`config.mk`:
```
export PLATFORM = sky130hd
export DESIGN_NAME = expansion_dram_refresh_control
export DESIGN_NICKNAME = d
export VERILOG_FILES = /design/src/logic/exp_dram_pkg.sv /design/src/logic/refresh_if.sv /design/src/logic/refresh_timer.sv /design/src/logic/expansion_dram_refresh_control.sv
export SDC_FILE = /design/constraint.sdc
export NUM_CORES = 1
export LEC_CHECK = 0
export ABC_AREA = 0
export BUFFER_PORTS_ARGS = -buffer_cell sky130_fd_sc_hd__buf_4
export CAP_MARGIN = 20
export CORE_MARGIN = 2
export CORE_UTILIZATION = 35
export CTS_BUF_LIST = sky130_fd_sc_hd__clkbuf_8
export CTS_CLUSTER_DIAMETER = 30
export DETAILED_ROUTE_END_ITERATION = 10
export GPL_TIMING_DRIVEN = 0
export PLACE_DENSITY = 0.54
export SLEW_MARGIN = 20
export SYNTH_ARGS = -nofsm -noshare
export SYNTH_HDL_FRONTEND = slang
export SYNTH_SLANG_ARGS = --single-unit
```
`constraint.sdc`:
```
create_clock -name core_clk -period 2.2 [get_ports core_clk]
set_input_delay 0.22 -clock core_clk [delete_from_list [all_inputs] [get_ports core_clk]]
set_output_delay 0.22 -clock core_clk [all_outputs]
set_load 0.01 [all_outputs]
```
`src/logic/exp_dram_pkg.sv`:
```
// constants for the expansion dram control and refresh block
package exp_dram_pkg;
   localparam int ADDR_W = 20;
   localparam int ROW_W = 8;
   localparam int BLOCK_LSB = 17;
   localparam int BLOCK_W = 3;
   localparam int BANK_BIT = 16;
   localparam int COL_LSB = 8;
   localparam int NUM_BLOCKS = 3;
   localparam int CHAIN_LEN = 4;
   localparam int SYNC_W = 5;
   localparam int SYNC_ALE = 0;
   localparam int SYNC_SLOW = 1;
   localparam int SYNC_FAST = 2;
   localparam int SYNC_RD_N = 3;
   localparam int SYNC_WR_N = 4;
   localparam int REFRESH_ROWS = 256;
   localparam int REFRESH_WINDOW_NS = 2000000;
   localparam int CLK_PERIOD_NS = 20;
   // longest gap between two rows, rounded down
   localparam int ROW_INTERVAL_CYC = REFRESH_WINDOW_NS / REFRESH_ROWS / CLK_PERIOD_NS;
   localparam int INTERVAL_W = 9;
   localparam logic [INTERVAL_W-1:0] INTERVAL_LAST = INTERVAL_W'(ROW_INTERVAL_CYC - 1);
   localparam logic [INTERVAL_W-1:0] INTERVAL_ZERO = 9'h000;
   localparam logic [ROW_W-1:0] ROW_ZERO = 8'h00;
   localparam logic [ROW_W-1:0] ROW_ONE = 8'h01;
endpackage

```
`src/logic/refresh_if.sv`:
```
// refresh timer to sequencer link
`timescale 1ns/1ps
`default_nettype none
interface refresh_if;
   logic row_due;
   logic row_done;
   logic [exp_dram_pkg::ROW_W-1:0] row_addr;
   modport timer (output row_due, output row_addr, input row_done);
   modport ctrl (input row_due, input row_addr, output row_done);
endinterface
`default_nettype wire

```
`src/logic/refresh_timer.sv`:
```
// refresh interval timer and refresh row counter
`timescale 1ns/1ps
`default_nettype none
module refresh_timer (
   input wire logic core_clk,
   input wire logic resetn,
   refresh_if.timer rif
);
   logic [exp_dram_pkg::INTERVAL_W-1:0] interval_ff;
   logic [exp_dram_pkg::ROW_W-1:0] row_ff;

   // one row due per interval so all rows are covered inside the window
   always_ff @(posedge core_clk or negedge resetn) begin
      if (!resetn) begin
         interval_ff <= exp_dram_pkg::INTERVAL_ZERO;
      end else if (interval_ff == exp_dram_pkg::INTERVAL_LAST) begin
         interval_ff <= exp_dram_pkg::INTERVAL_ZERO;
      end else begin
         interval_ff <= interval_ff + 9'h001;
      end
   end

   assign rif.row_due = (interval_ff == exp_dram_pkg::INTERVAL_LAST);

   always_ff @(posedge core_clk or negedge resetn) begin
      if (!resetn) begin
         row_ff <= exp_dram_pkg::ROW_ZERO;
      end else if (rif.row_done) begin
         row_ff <= row_ff + exp_dram_pkg::ROW_ONE;
      end
   end

   assign rif.row_addr = row_ff;
endmodule // refresh_timer
`default_nettype wire

```
`src/logic/expansion_dram_refresh_control.sv`:
```
// dram timing, board decode, address mux and ras-only refresh sequencing
`timescale 1ns/1ps
`default_nettype none
// What this block does
// - row and column strobes and mux run continuously, selected or not
// - row strobe follows request, fast-clock chain
// - column strobe when either column phase set
// - mux select equals cycle request directly
// - board enable and block decode low on hit
// - processor address unless refresh select high
// - write enable on writes, transceiver follows strobes
// - refresh every row within two milliseconds
// - refresh request cleared by and-term, slow clock
// - row strobe low in refresh once the first chain stage sets
// - refresh row advances per request transition
// - both bank row strobes low, no column strobe
// - each chip one bit, one 64K bank
// - three identical 128K blocks share control
module expansion_dram_refresh_control (
   input wire logic core_clk,
   input wire logic resetn,
   input wire logic ale,
   input wire logic slow_system_clock,
   input wire logic fast_system_clock,
   input wire logic rd_n,
   input wire logic wr_n,
   input wire logic [exp_dram_pkg::ADDR_W-1:0] cpu_addr,
   input wire logic [exp_dram_pkg::BLOCK_W-1:0] window_first_block,
   output logic board_en_n,
   output logic [exp_dram_pkg::NUM_BLOCKS-1:0] block_sel_n,
   output logic row_strobe_n,
   output logic bank0_row_strobe,
   output logic bank1_row_strobe,
   output logic col_strobe_n,
   output logic addr_mux_sel,
   output logic refresh_address_select,
   output logic [exp_dram_pkg::ROW_W-1:0] dram_addr,
   output logic dram_we_n,
   output logic xcvr_dir,
   output logic xcvr_en_n
);
   logic [exp_dram_pkg::SYNC_W-1:0] pin_raw;
   logic [exp_dram_pkg::SYNC_W-1:0] pin_s1_ff;
   logic [exp_dram_pkg::SYNC_W-1:0] pin_s2_ff;
   logic [exp_dram_pkg::SYNC_W-1:0] pin_d_ff;
   logic [exp_dram_pkg::ADDR_W-1:0] addr_s1_ff;
   logic [exp_dram_pkg::ADDR_W-1:0] addr_s2_ff;
   logic [exp_dram_pkg::BLOCK_W-1:0] win_s1_ff;
   logic [exp_dram_pkg::BLOCK_W-1:0] win_s2_ff;
   logic ale_rise;
   logic slow_tick;
   logic fast_tick;
   logic ale_seen_ff;
   logic cycle_request_ff;
   logic [exp_dram_pkg::CHAIN_LEN-1:0] chain_ff;
   logic column_phase_ff_a;
   logic column_phase_ff_b;
   logic refresh_request_ff;
   logic refresh_active_ff;
   logic chain_done;
   logic refresh_clear;
   logic [exp_dram_pkg::BLOCK_W-1:0] blk;
   logic [exp_dram_pkg::BLOCK_W-1:0] rel_blk;
   logic hit;
   logic bank;
   logic cpu_rd;
   logic cpu_wr;

   refresh_if rif ();

   refresh_timer u_refresh_timer (
      .core_clk(core_clk),
      .resetn(resetn),
      .rif(rif)
   );

   assign pin_raw = {wr_n, rd_n, fast_system_clock, slow_system_clock, ale};

   // every pin passes two flops; edges compare the second stage with a third, delayed flop
   genvar gi;
   generate
      for (gi = 0; gi < exp_dram_pkg::SYNC_W; gi++) begin : g_sync
         always_ff @(posedge core_clk or negedge resetn) begin
            if (!resetn) begin
               pin_s1_ff[gi] <= 1'b0;
               pin_s2_ff[gi] <= 1'b0;
               pin_d_ff[gi] <= 1'b0;
            end else begin
               pin_s1_ff[gi] <= pin_raw[gi];
               pin_s2_ff[gi] <= pin_s1_ff[gi];
               pin_d_ff[gi] <= pin_s2_ff[gi];
            end
         end
      end
   endgenerate

   always_ff @(posedge core_clk or negedge resetn) begin
      if (!resetn) begin
         addr_s1_ff <= '0;
         addr_s2_ff <= '0;
         win_s1_ff <= '0;
         win_s2_ff <= '0;
      end else begin
         addr_s1_ff <= cpu_addr;
         addr_s2_ff <= addr_s1_ff;
         win_s1_ff <= window_first_block;
         win_s2_ff <= win_s1_ff;
      end
   end

   assign ale_rise = pin_s2_ff[exp_dram_pkg::SYNC_ALE] & ~pin_d_ff[exp_dram_pkg::SYNC_ALE];
   assign slow_tick = pin_s2_ff[exp_dram_pkg::SYNC_SLOW] & ~pin_d_ff[exp_dram_pkg::SYNC_SLOW];
   assign fast_tick = pin_s2_ff[exp_dram_pkg::SYNC_FAST] & ~pin_d_ff[exp_dram_pkg::SYNC_FAST];
   assign cpu_rd = ~pin_s2_ff[exp_dram_pkg::SYNC_RD_N];
   assign cpu_wr = ~pin_s2_ff[exp_dram_pkg::SYNC_WR_N];

   // window decode: three consecutive 128K blocks from the strapped first one
   assign blk = addr_s2_ff[exp_dram_pkg::BLOCK_LSB +: exp_dram_pkg::BLOCK_W];
   assign rel_blk = blk - win_s2_ff;
   assign hit = (blk >= win_s2_ff) && (rel_blk < exp_dram_pkg::BLOCK_W'(exp_dram_pkg::NUM_BLOCKS));
   assign bank = addr_s2_ff[exp_dram_pkg::BANK_BIT];

   // ale seen while a refresh runs is held, so no processor cycle is dropped
   always_ff @(posedge core_clk or negedge resetn) begin
      if (!resetn) begin
         ale_seen_ff <= 1'b0;
      end else if (ale_rise) begin
         ale_seen_ff <= 1'b1;
      end else if (slow_tick && !refresh_active_ff && !cycle_request_ff) begin
         ale_seen_ff <= 1'b0;
      end
   end

   assign chain_done = chain_ff[exp_dram_pkg::CHAIN_LEN-1];

   always_ff @(posedge core_clk or negedge resetn) begin
      if (!resetn) begin
         cycle_request_ff <= 1'b0;
      end else if (slow_tick) begin
         if (cycle_request_ff && chain_done) begin
            cycle_request_ff <= 1'b0;
         end else if (ale_seen_ff && !refresh_active_ff) begin
            cycle_request_ff <= 1'b1;
         end
      end
   end

   // a refresh starts only between processor cycles, on a slow edge
   always_ff @(posedge core_clk or negedge resetn) begin
      if (!resetn) begin
         refresh_active_ff <= 1'b0;
      end else if (slow_tick) begin
         if (refresh_clear) begin
            refresh_active_ff <= 1'b0;
         end else if (refresh_request_ff && !cycle_request_ff && !ale_seen_ff) begin
            refresh_active_ff <= 1'b1;
         end
      end
   end

   assign refresh_clear = refresh_active_ff & chain_done;

   // a new due pulse in the clearing cycle is kept: set wins
   always_ff @(posedge core_clk or negedge resetn) begin
      if (!resetn) begin
         refresh_request_ff <= 1'b0;
      end else if (rif.row_due) begin
         refresh_request_ff <= 1'b1;
      end else if (slow_tick && refresh_clear) begin
         refresh_request_ff <= 1'b0;
      end
   end

   assign rif.row_done = slow_tick & refresh_clear;

   // each chain stage is set by a fast edge once the stage before it is set
   always_ff @(posedge core_clk or negedge resetn) begin
      if (!resetn) begin
         chain_ff <= '0;
      end else if (!cycle_request_ff && !refresh_active_ff) begin
         chain_ff <= '0;
      end else if (fast_tick) begin
         chain_ff <= {chain_ff[exp_dram_pkg::CHAIN_LEN-2:0], 1'b1};
      end
   end

   always_ff @(posedge core_clk or negedge resetn) begin
      if (!resetn) begin
         column_phase_ff_a <= 1'b0;
         column_phase_ff_b <= 1'b0;
      end else if (!cycle_request_ff) begin
         column_phase_ff_a <= 1'b0;
         column_phase_ff_b <= 1'b0;
      end else begin
         if (fast_tick) begin
            column_phase_ff_a <= chain_ff[1];
         end
         if (slow_tick) begin
            column_phase_ff_b <= column_phase_ff_a;
         end
      end
   end

   // pin drivers; all registered so outputs never glitch on decode
   always_ff @(posedge core_clk or negedge resetn) begin
      if (!resetn) begin
         row_strobe_n <= 1'b1;
         bank0_row_strobe <= 1'b1;
         bank1_row_strobe <= 1'b1;
         col_strobe_n <= 1'b1;
         addr_mux_sel <= 1'b0;
         refresh_address_select <= 1'b0;
      end else begin
         // the chain clears one cycle after its flag drops; gating with the flag keeps a stale
         // chain from putting a stray strobe on the array with whatever address is pending
         row_strobe_n <= ~(chain_ff[0] & (cycle_request_ff | refresh_active_ff));
         addr_mux_sel <= cycle_request_ff;
         refresh_address_select <= refresh_active_ff;
         col_strobe_n <= ~((column_phase_ff_a | column_phase_ff_b) & cycle_request_ff & ~refresh_active_ff);
         if (refresh_active_ff) begin
            bank0_row_strobe <= ~chain_ff[0];
            bank1_row_strobe <= ~chain_ff[0];
         end else begin
            bank0_row_strobe <= ~(chain_ff[0] & cycle_request_ff & hit & ~bank);
            bank1_row_strobe <= ~(chain_ff[0] & cycle_request_ff & hit & bank);
         end
      end
   end

   always_ff @(posedge core_clk or negedge resetn) begin
      if (!resetn) begin
         dram_addr <= exp_dram_pkg::ROW_ZERO;
      end else if (refresh_active_ff) begin
         dram_addr <= rif.row_addr;
      end else if (column_phase_ff_a | column_phase_ff_b) begin
         dram_addr <= addr_s2_ff[exp_dram_pkg::COL_LSB +: exp_dram_pkg::ROW_W];
      end else begin
         dram_addr <= addr_s2_ff[exp_dram_pkg::ROW_W-1:0];
      end
   end

   // one decode drives all three blocks alike
   generate
      for (gi = 0; gi < exp_dram_pkg::NUM_BLOCKS; gi++) begin : g_blk
         always_ff @(posedge core_clk or negedge resetn) begin
            if (!resetn) begin
               block_sel_n[gi] <= 1'b1;
            end else begin
               block_sel_n[gi] <= ~(cycle_request_ff && hit &&
                                    rel_blk == exp_dram_pkg::BLOCK_W'(gi));
            end
         end
      end
   endgenerate

   always_ff @(posedge core_clk or negedge resetn) begin
      if (!resetn) begin
         board_en_n <= 1'b1;
         dram_we_n <= 1'b1;
         xcvr_dir <= 1'b0;
         xcvr_en_n <= 1'b1;
      end else begin
         board_en_n <= ~(cycle_request_ff & hit);
         dram_we_n <= ~(cycle_request_ff & hit & cpu_wr);
         xcvr_dir <= cpu_rd & ~cpu_wr;
         xcvr_en_n <= ~(cycle_request_ff & hit & (cpu_rd | cpu_wr));
      end
   end
endmodule // expansion_dram_refresh_control
`default_nettype wire

```
# Yosys cells after proc, flatten, opt, wreduce, memory -nomap -nowiden
# Cells that the tools add are included.
# W data, S select, Z words.
# totals
reg_bits	107
inputBits	30
output_inout_bits	21
elab_cells	130
# classes
muxes	19
reduce_logical	24
bitwise_logic	37
n_eq_ne	5
order_cmp	2
add_sub_neg	3
# op_table
operator	n
$not A1 Y1	18
$and A1 B1 Y1	16
$mux W8	2
$mux W1	14
$logic_and A1 B1 Y1	13
$reduce_bool A2 Y1	5
$add A9 B1 Y9 const B	1
$eq A9 B9 Y1 const B	1
$mux W9	1
$add A8 B1 Y8 const B	1
$mux W4	2
$ne A2 B2 Y1 const B	2
$reduce_and A2 Y1	2
$eq A3 B1 Y1 const B	1
$eq A3 B2 Y1 const B	1
$ge A3 B3 Y1	1
$logic_not A1 Y1	3
$logic_not A3 Y1	1
$lt A3 B2 Y1 const B	1
$or A1 B1 Y1	3
$sub A3 B3 Y3	1

# Longest topological paths before layout
# logic_depth
depth_word	7
mapped_depth	7
depth_no_buf	7

# Modules after synthesis
# Synthesis repeated with hierarchy kept, for this count alone.
# unflattened
cells_unflattened	242
hier_area_um2	3569.7
# modules_own_cells
mod	seq_area_each_um2	area_each_um2	instances	cells_each
expansion_dram_refresh_control	2264.7	2811.4	1	177
refresh_timer	425.4	758.2	1	65

# Worst setup path after synthesis
# OpenSTA, ideal clock, no wires.
# synth_timing
path_type	reg2reg
start	register addr_s2_ff[17] in the netlist's numbering
end	register bank0_row_strobe
setup_slack_ps	367
synth_period_minus_slack_ps	1833
required_time_ps	2101
setup_ps	99
path_buffers	0
stages_incl_launch_ff	8
arrival_ps	1734
cell_sequence	dfrtp_1 > inv_1 > ha_1 > inv_1 > fa_1 > or3b_1 > a21boi_2 > a41oi_1
# synth_via
elab_chain_cells	7
elab_cells_between_ends	8
cone_classes	add/sub (1); order compare (2); mux (1); bitwise (3); reduce/logical (1)
# synth_rtl
element	line	source
start: declaration	expansion_dram_refresh_control.sv:47	logic [exp_dram_pkg::ADDR_W-1:0] addr_s2_ff;
start signal: assignment	expansion_dram_refresh_control.sv:105	addr_s2_ff <= addr_s1_ff;
$sub A3 B3 Y3	expansion_dram_refresh_control.sv:119	assign rel_blk = blk - win_s2_ff;
$lt A3 B2 Y1	expansion_dram_refresh_control.sv:120	assign hit = (blk >= win_s2_ff) && (rel_blk < exp_dram_pkg::BLOCK_W'(exp_dram_pkg::NUM_BLOCKS));
$logic_and A1 B1 Y1 *	expansion_dram_refresh_control.sv:120	
$and A1 B1 Y1 * (2 in series)	expansion_dram_refresh_control.sv:224	bank0_row_strobe <= ~(chain_ff[0] & cycle_request_ff & hit & ~bank);
$not A1 Y1 *	expansion_dram_refresh_control.sv:224	
$mux W1 *	expansion_dram_refresh_control.sv:220	if (refresh_active_ff) begin
end signal: assignment	expansion_dram_refresh_control.sv:221	bank0_row_strobe <= ~chain_ff[0];
end signal: assignment	expansion_dram_refresh_control.sv:224	
end: declaration	expansion_dram_refresh_control.sv:32	output logic bank0_row_strobe,
# Every way passes the cells marked *; elsewhere a longest branch is shown, timed or not.
# A chain may end at the register's enable or synchronous reset.

# Worst setup path after layout
# Same ends and word-level chain as after synthesis.

==> summary.md <==
| Metric | Value |
|---|---|
| Layout Utilization | 0.4699 |
| Gr usage total | 0.1109 |
| Gate power share | 0.139 |
| Most frequent cells in the layout | dfrtp_1, buf_4, dlygate4sd3_1 |
| Synth unique cells | 39 |
| WP data required | between 2 and 2.5 ns |
| Vias in the first global route | 2042 |
| Yosys warns | 0 |
| Skew final | roughly 0.011 ns |
| RSZ-0062 raised after global routing | no |
| Setup TNS | 0 ns |
| H-Tree Depth | 3 |
| Critical Path Sink Type | flip-flop |
| NumNets Final | 370 |
| DIE AREA | around 11000 um2 |
| Synth area leader | dfrtp_1 |
| Dpl hpwl | approximately 3.5 mm |
| Power Dens Cells | between 800 and 900 nW/um2 |
| Core area | ~9800 um2 |
| Worst-Skew Late Latency | about 0.35 ns |
| Most common cell on crit path | inv_1 |
| Routed WL per cell | 11.59 um |
| Peak VDD IR | roughly 0.4 mV |
| Routability congestion estimate | roughly 0.67 |
| CTS buffer count | 9 |
| Status | finished, final reports clean |
| Clock root cell | clkbuf_8 |
| Filler cells | ~900 |
| P_leak | around 2.1 nW |
| Pre-antenna DRT Iters | 4 |
| Cell Area, Synth | 3571 um2 |
| Clock share of power | 0.297 |
| Routed vias/inst | 4.259 |
| Mean post-synth cell area | between 10 and 15 um2 |
| # rows | 36 |
| Sequential share of the synthesized area | 0.7533 |
| Slew @ Worst Pin | 0.9057 ns |
| Initial core utilization | 0.3637 |
| Buffers on Ports | 50 |
| Ranking of synthesized cells by area | dfrtp_1, dfstp_2, mux2i_1, nand2_1, xor2_1 |
| CP max-delay cell | fa_1 |
| WL final | around 5.5 mm |
| Layout cell share with drive strength beyond 1 | 0.2426 |
| Min Clock Period, post-route | around 2 ns |
| CTS tree | yes |
| Clock transition at path regs | approximately 0.10 ns |
| Top-area cell type share of the netlist area | 0.6797 |
| Routed vias | between 2000 and 2500 |
| Fmax | roughly 500 MHz |
| Post-CTS sizing | 0 |
| Number of synthesized register bits | approximately 110 |
| Relative slew slack | 0.3962 |
| Clock buffer depth | 2 |
| Sw Ratio | 0.2552 |
| Io pins | slightly above 50 |
| Hold Path Class | flip-flop to flip-flop |
| Final setup viols | 0 |
| Critical Path AT | roughly 2.3 ns |
| Die W | roughly 110 um |
| Number of routed nets with antenna violations | 0 |
| Area grow syn2layout | 29.22% |
| Drt first-iter violations | between 50 and 60 |
| Ant. Diodes | 0 |
| DRC | 0 |
| Final Slew Violations | 0 |
| Net load switching power | approximately 1.0 mW |
| Clock sink count | 107 |
| Largest net degree at the start of global routing | around 110 |
| Initial antenna violation count | 0 |
| Commonest non-fill, non-tap cell in the layout | dfrtp_1 |
| Max_cap viols | 0 |
| Sequential Power Share | 0.563 |
| Final Hold Vio Count | 0 |
| Syn Nets | between 200 and 300 |
| Syn Inst Count | approximately 240 |
| GRT overflow | 0 |
| Crit Path Max Fanout | 8 |
| Crit Path Class | flip-flop to flip-flop |
| Die height | 105.0 um |
| Final worst-path cycle share | 0.9084 |
| Crit-path cells | inv_1, ha_1, inv_1, fa_1, or3b_1, a21boi_2, a41oi_1 |
| First-pass GRT wire length | approximately 9.6 mm |
| CP Launch Type | flip-flop |
| Max incr delay on CP | about 0.4 ns |
| Int Power | between 3 and 4 mW |
-- layout make-up --
cell class,count,area (um2),area share
inverters,9,33.78,0.007321
plain buffers,2,7.507,0.001627
multi-input cells,125,839.6,0.1819
repair buffers,79,669.4,0.1451
clock inverters,7,83.83,0.01817
flip-flops and latches,107,2690,0.5830
clock buffers,9,123.9,0.02684
well taps,133,166.4,0.03606
-- per-stage QoR --
| step | area (um2) | hold WS [ns] | setup slack, ns | total power [mW] | instances |
|---|---|---|---|---|---|
| floorplan | 3571 | -0.07559 | 0.3671 | 2.568 | 243 |
| global placement | 4113 | 0.3299 | 0.2083 | 2.857 | 426 |
| detailed placement | 4116 | 0.3306 | 0.2104 | 2.865 | 426 |
| CTS | 4614 | 0.3583 | 0.1859 | 4.129 | 471 |
| global route | 4614 | 0.3620 | 0.07881 | 4.288 | 471 |
| finish | 4614 | 0.3548 | 0.2014 | 4.051 | 471 |
-- power groups by stage --
| stage | Sequential [mW] | Combinational (mW) | Clock (mW) |
|---|---|---|---|
| floorplan | 2.34 | 0.229 | 0 |
| global placement | 2.32 | 0.533 | 0 |
| detailed placement | 2.32 | 0.541 | 0 |
| CTS | 2.29 | 0.583 | 1.26 |
| global route | 2.31 | 0.630 | 1.35 |
| finish | 2.28 | 0.565 | 1.20 |
-- registers in the layout (all words and copies together) (netlist names), 3 cells and up --
register and count:
addr_s1_ff 20, addr_s2_ff 20, block_sel_n 3, chain_ff 4, dram_addr 8, pin_d_ff 3, pin_s1_ff 5, pin_s2_ff 5
u_refresh_timer.interval_ff 9, u_refresh_timer.rif.row_addr 8, win_s1_ff 3, win_s2_ff 3
-- cells in the mapped netlist, drive strengths merged --
library cell and number:
a21boi 2, a21o 1, a21oi 5, a22o 1
a31oi 2, a32o 1, a41oi 2, and2 1
and2b 1, clkbuf 2, dfrtp 97, dfstp 10
fa 1, ha 6, inv 9, mux2 1
mux2i 9, nand2 22, nand2b 1, nand3 6
nand3b 2, nand4 6, nand4b 2, nor2 15
nor2b 3, nor3 2, nor3b 1, nor4 1
o21ai 11, o21bai 1, o311ai 1, or3 2
or3b 2, or4 1, xnor2 4, xor2 9
-- metal layers --
layer / share of wire / vias to the layer above / global-route usage
met5: 0 / - / 0
met4: 0.0090 / 0 / 0.04000
met3: 0.032 / 2 / 0.03369
met2: 0.48 / 32 / 0.1702
met1: 0.48 / 971 / 0.1493
li1: - / 1001 / -
-- critical path: cells and delay by family, from the launching register on --
family / cells / cell delay [ns]
adder cells (fa/ha/maj): 2 / 0.57
AO/OA/AOI/OAI: 2 / 0.49
AND/OR/NAND/NOR: 1 / 0.38
flip-flops: 1 / 0.37
buffers and inverters: 2 / 0.10
-- logic make-up (layout without fill, tap and decap cells) --
logic type      Yosys count  after routing  synth area share
fa+ha+maj                 7              7           0.02663
mux                      10             10           0.02838
simple gates             68             68            0.1002
xor+xnor                 13             13           0.03189
flops                   107            107            0.7533
buf+inv                  11            106           0.01156
compound gates           27             27           0.04800
-- repair_timing --
action / CTS / global route
hold buffers: 29 / 0
hold endpoints to repair: 33 / 0
buffers inserted: 0 / 0
-- final timing paths --
check	endpoint	depth (start not counted)	from	slack, ns
worst min-delay path	addr_s2_ff[4]	0	addr_s1_ff[4]	0.35
worst max register to register	bank0_row_strobe	7	addr_s2_ff[17]	0.20
max in group asynchronous	pin_d_ff[0]	2	resetn	1.05
min in group asynchronous	win_s1_ff[1]	2	resetn	0.55
worst min register to register	addr_s2_ff[4]	0	addr_s1_ff[4]	0.35
worst max-delay path	bank0_row_strobe	7	addr_s2_ff[17]	0.20
Note: power is estimated with default switching activity, not from simulation.
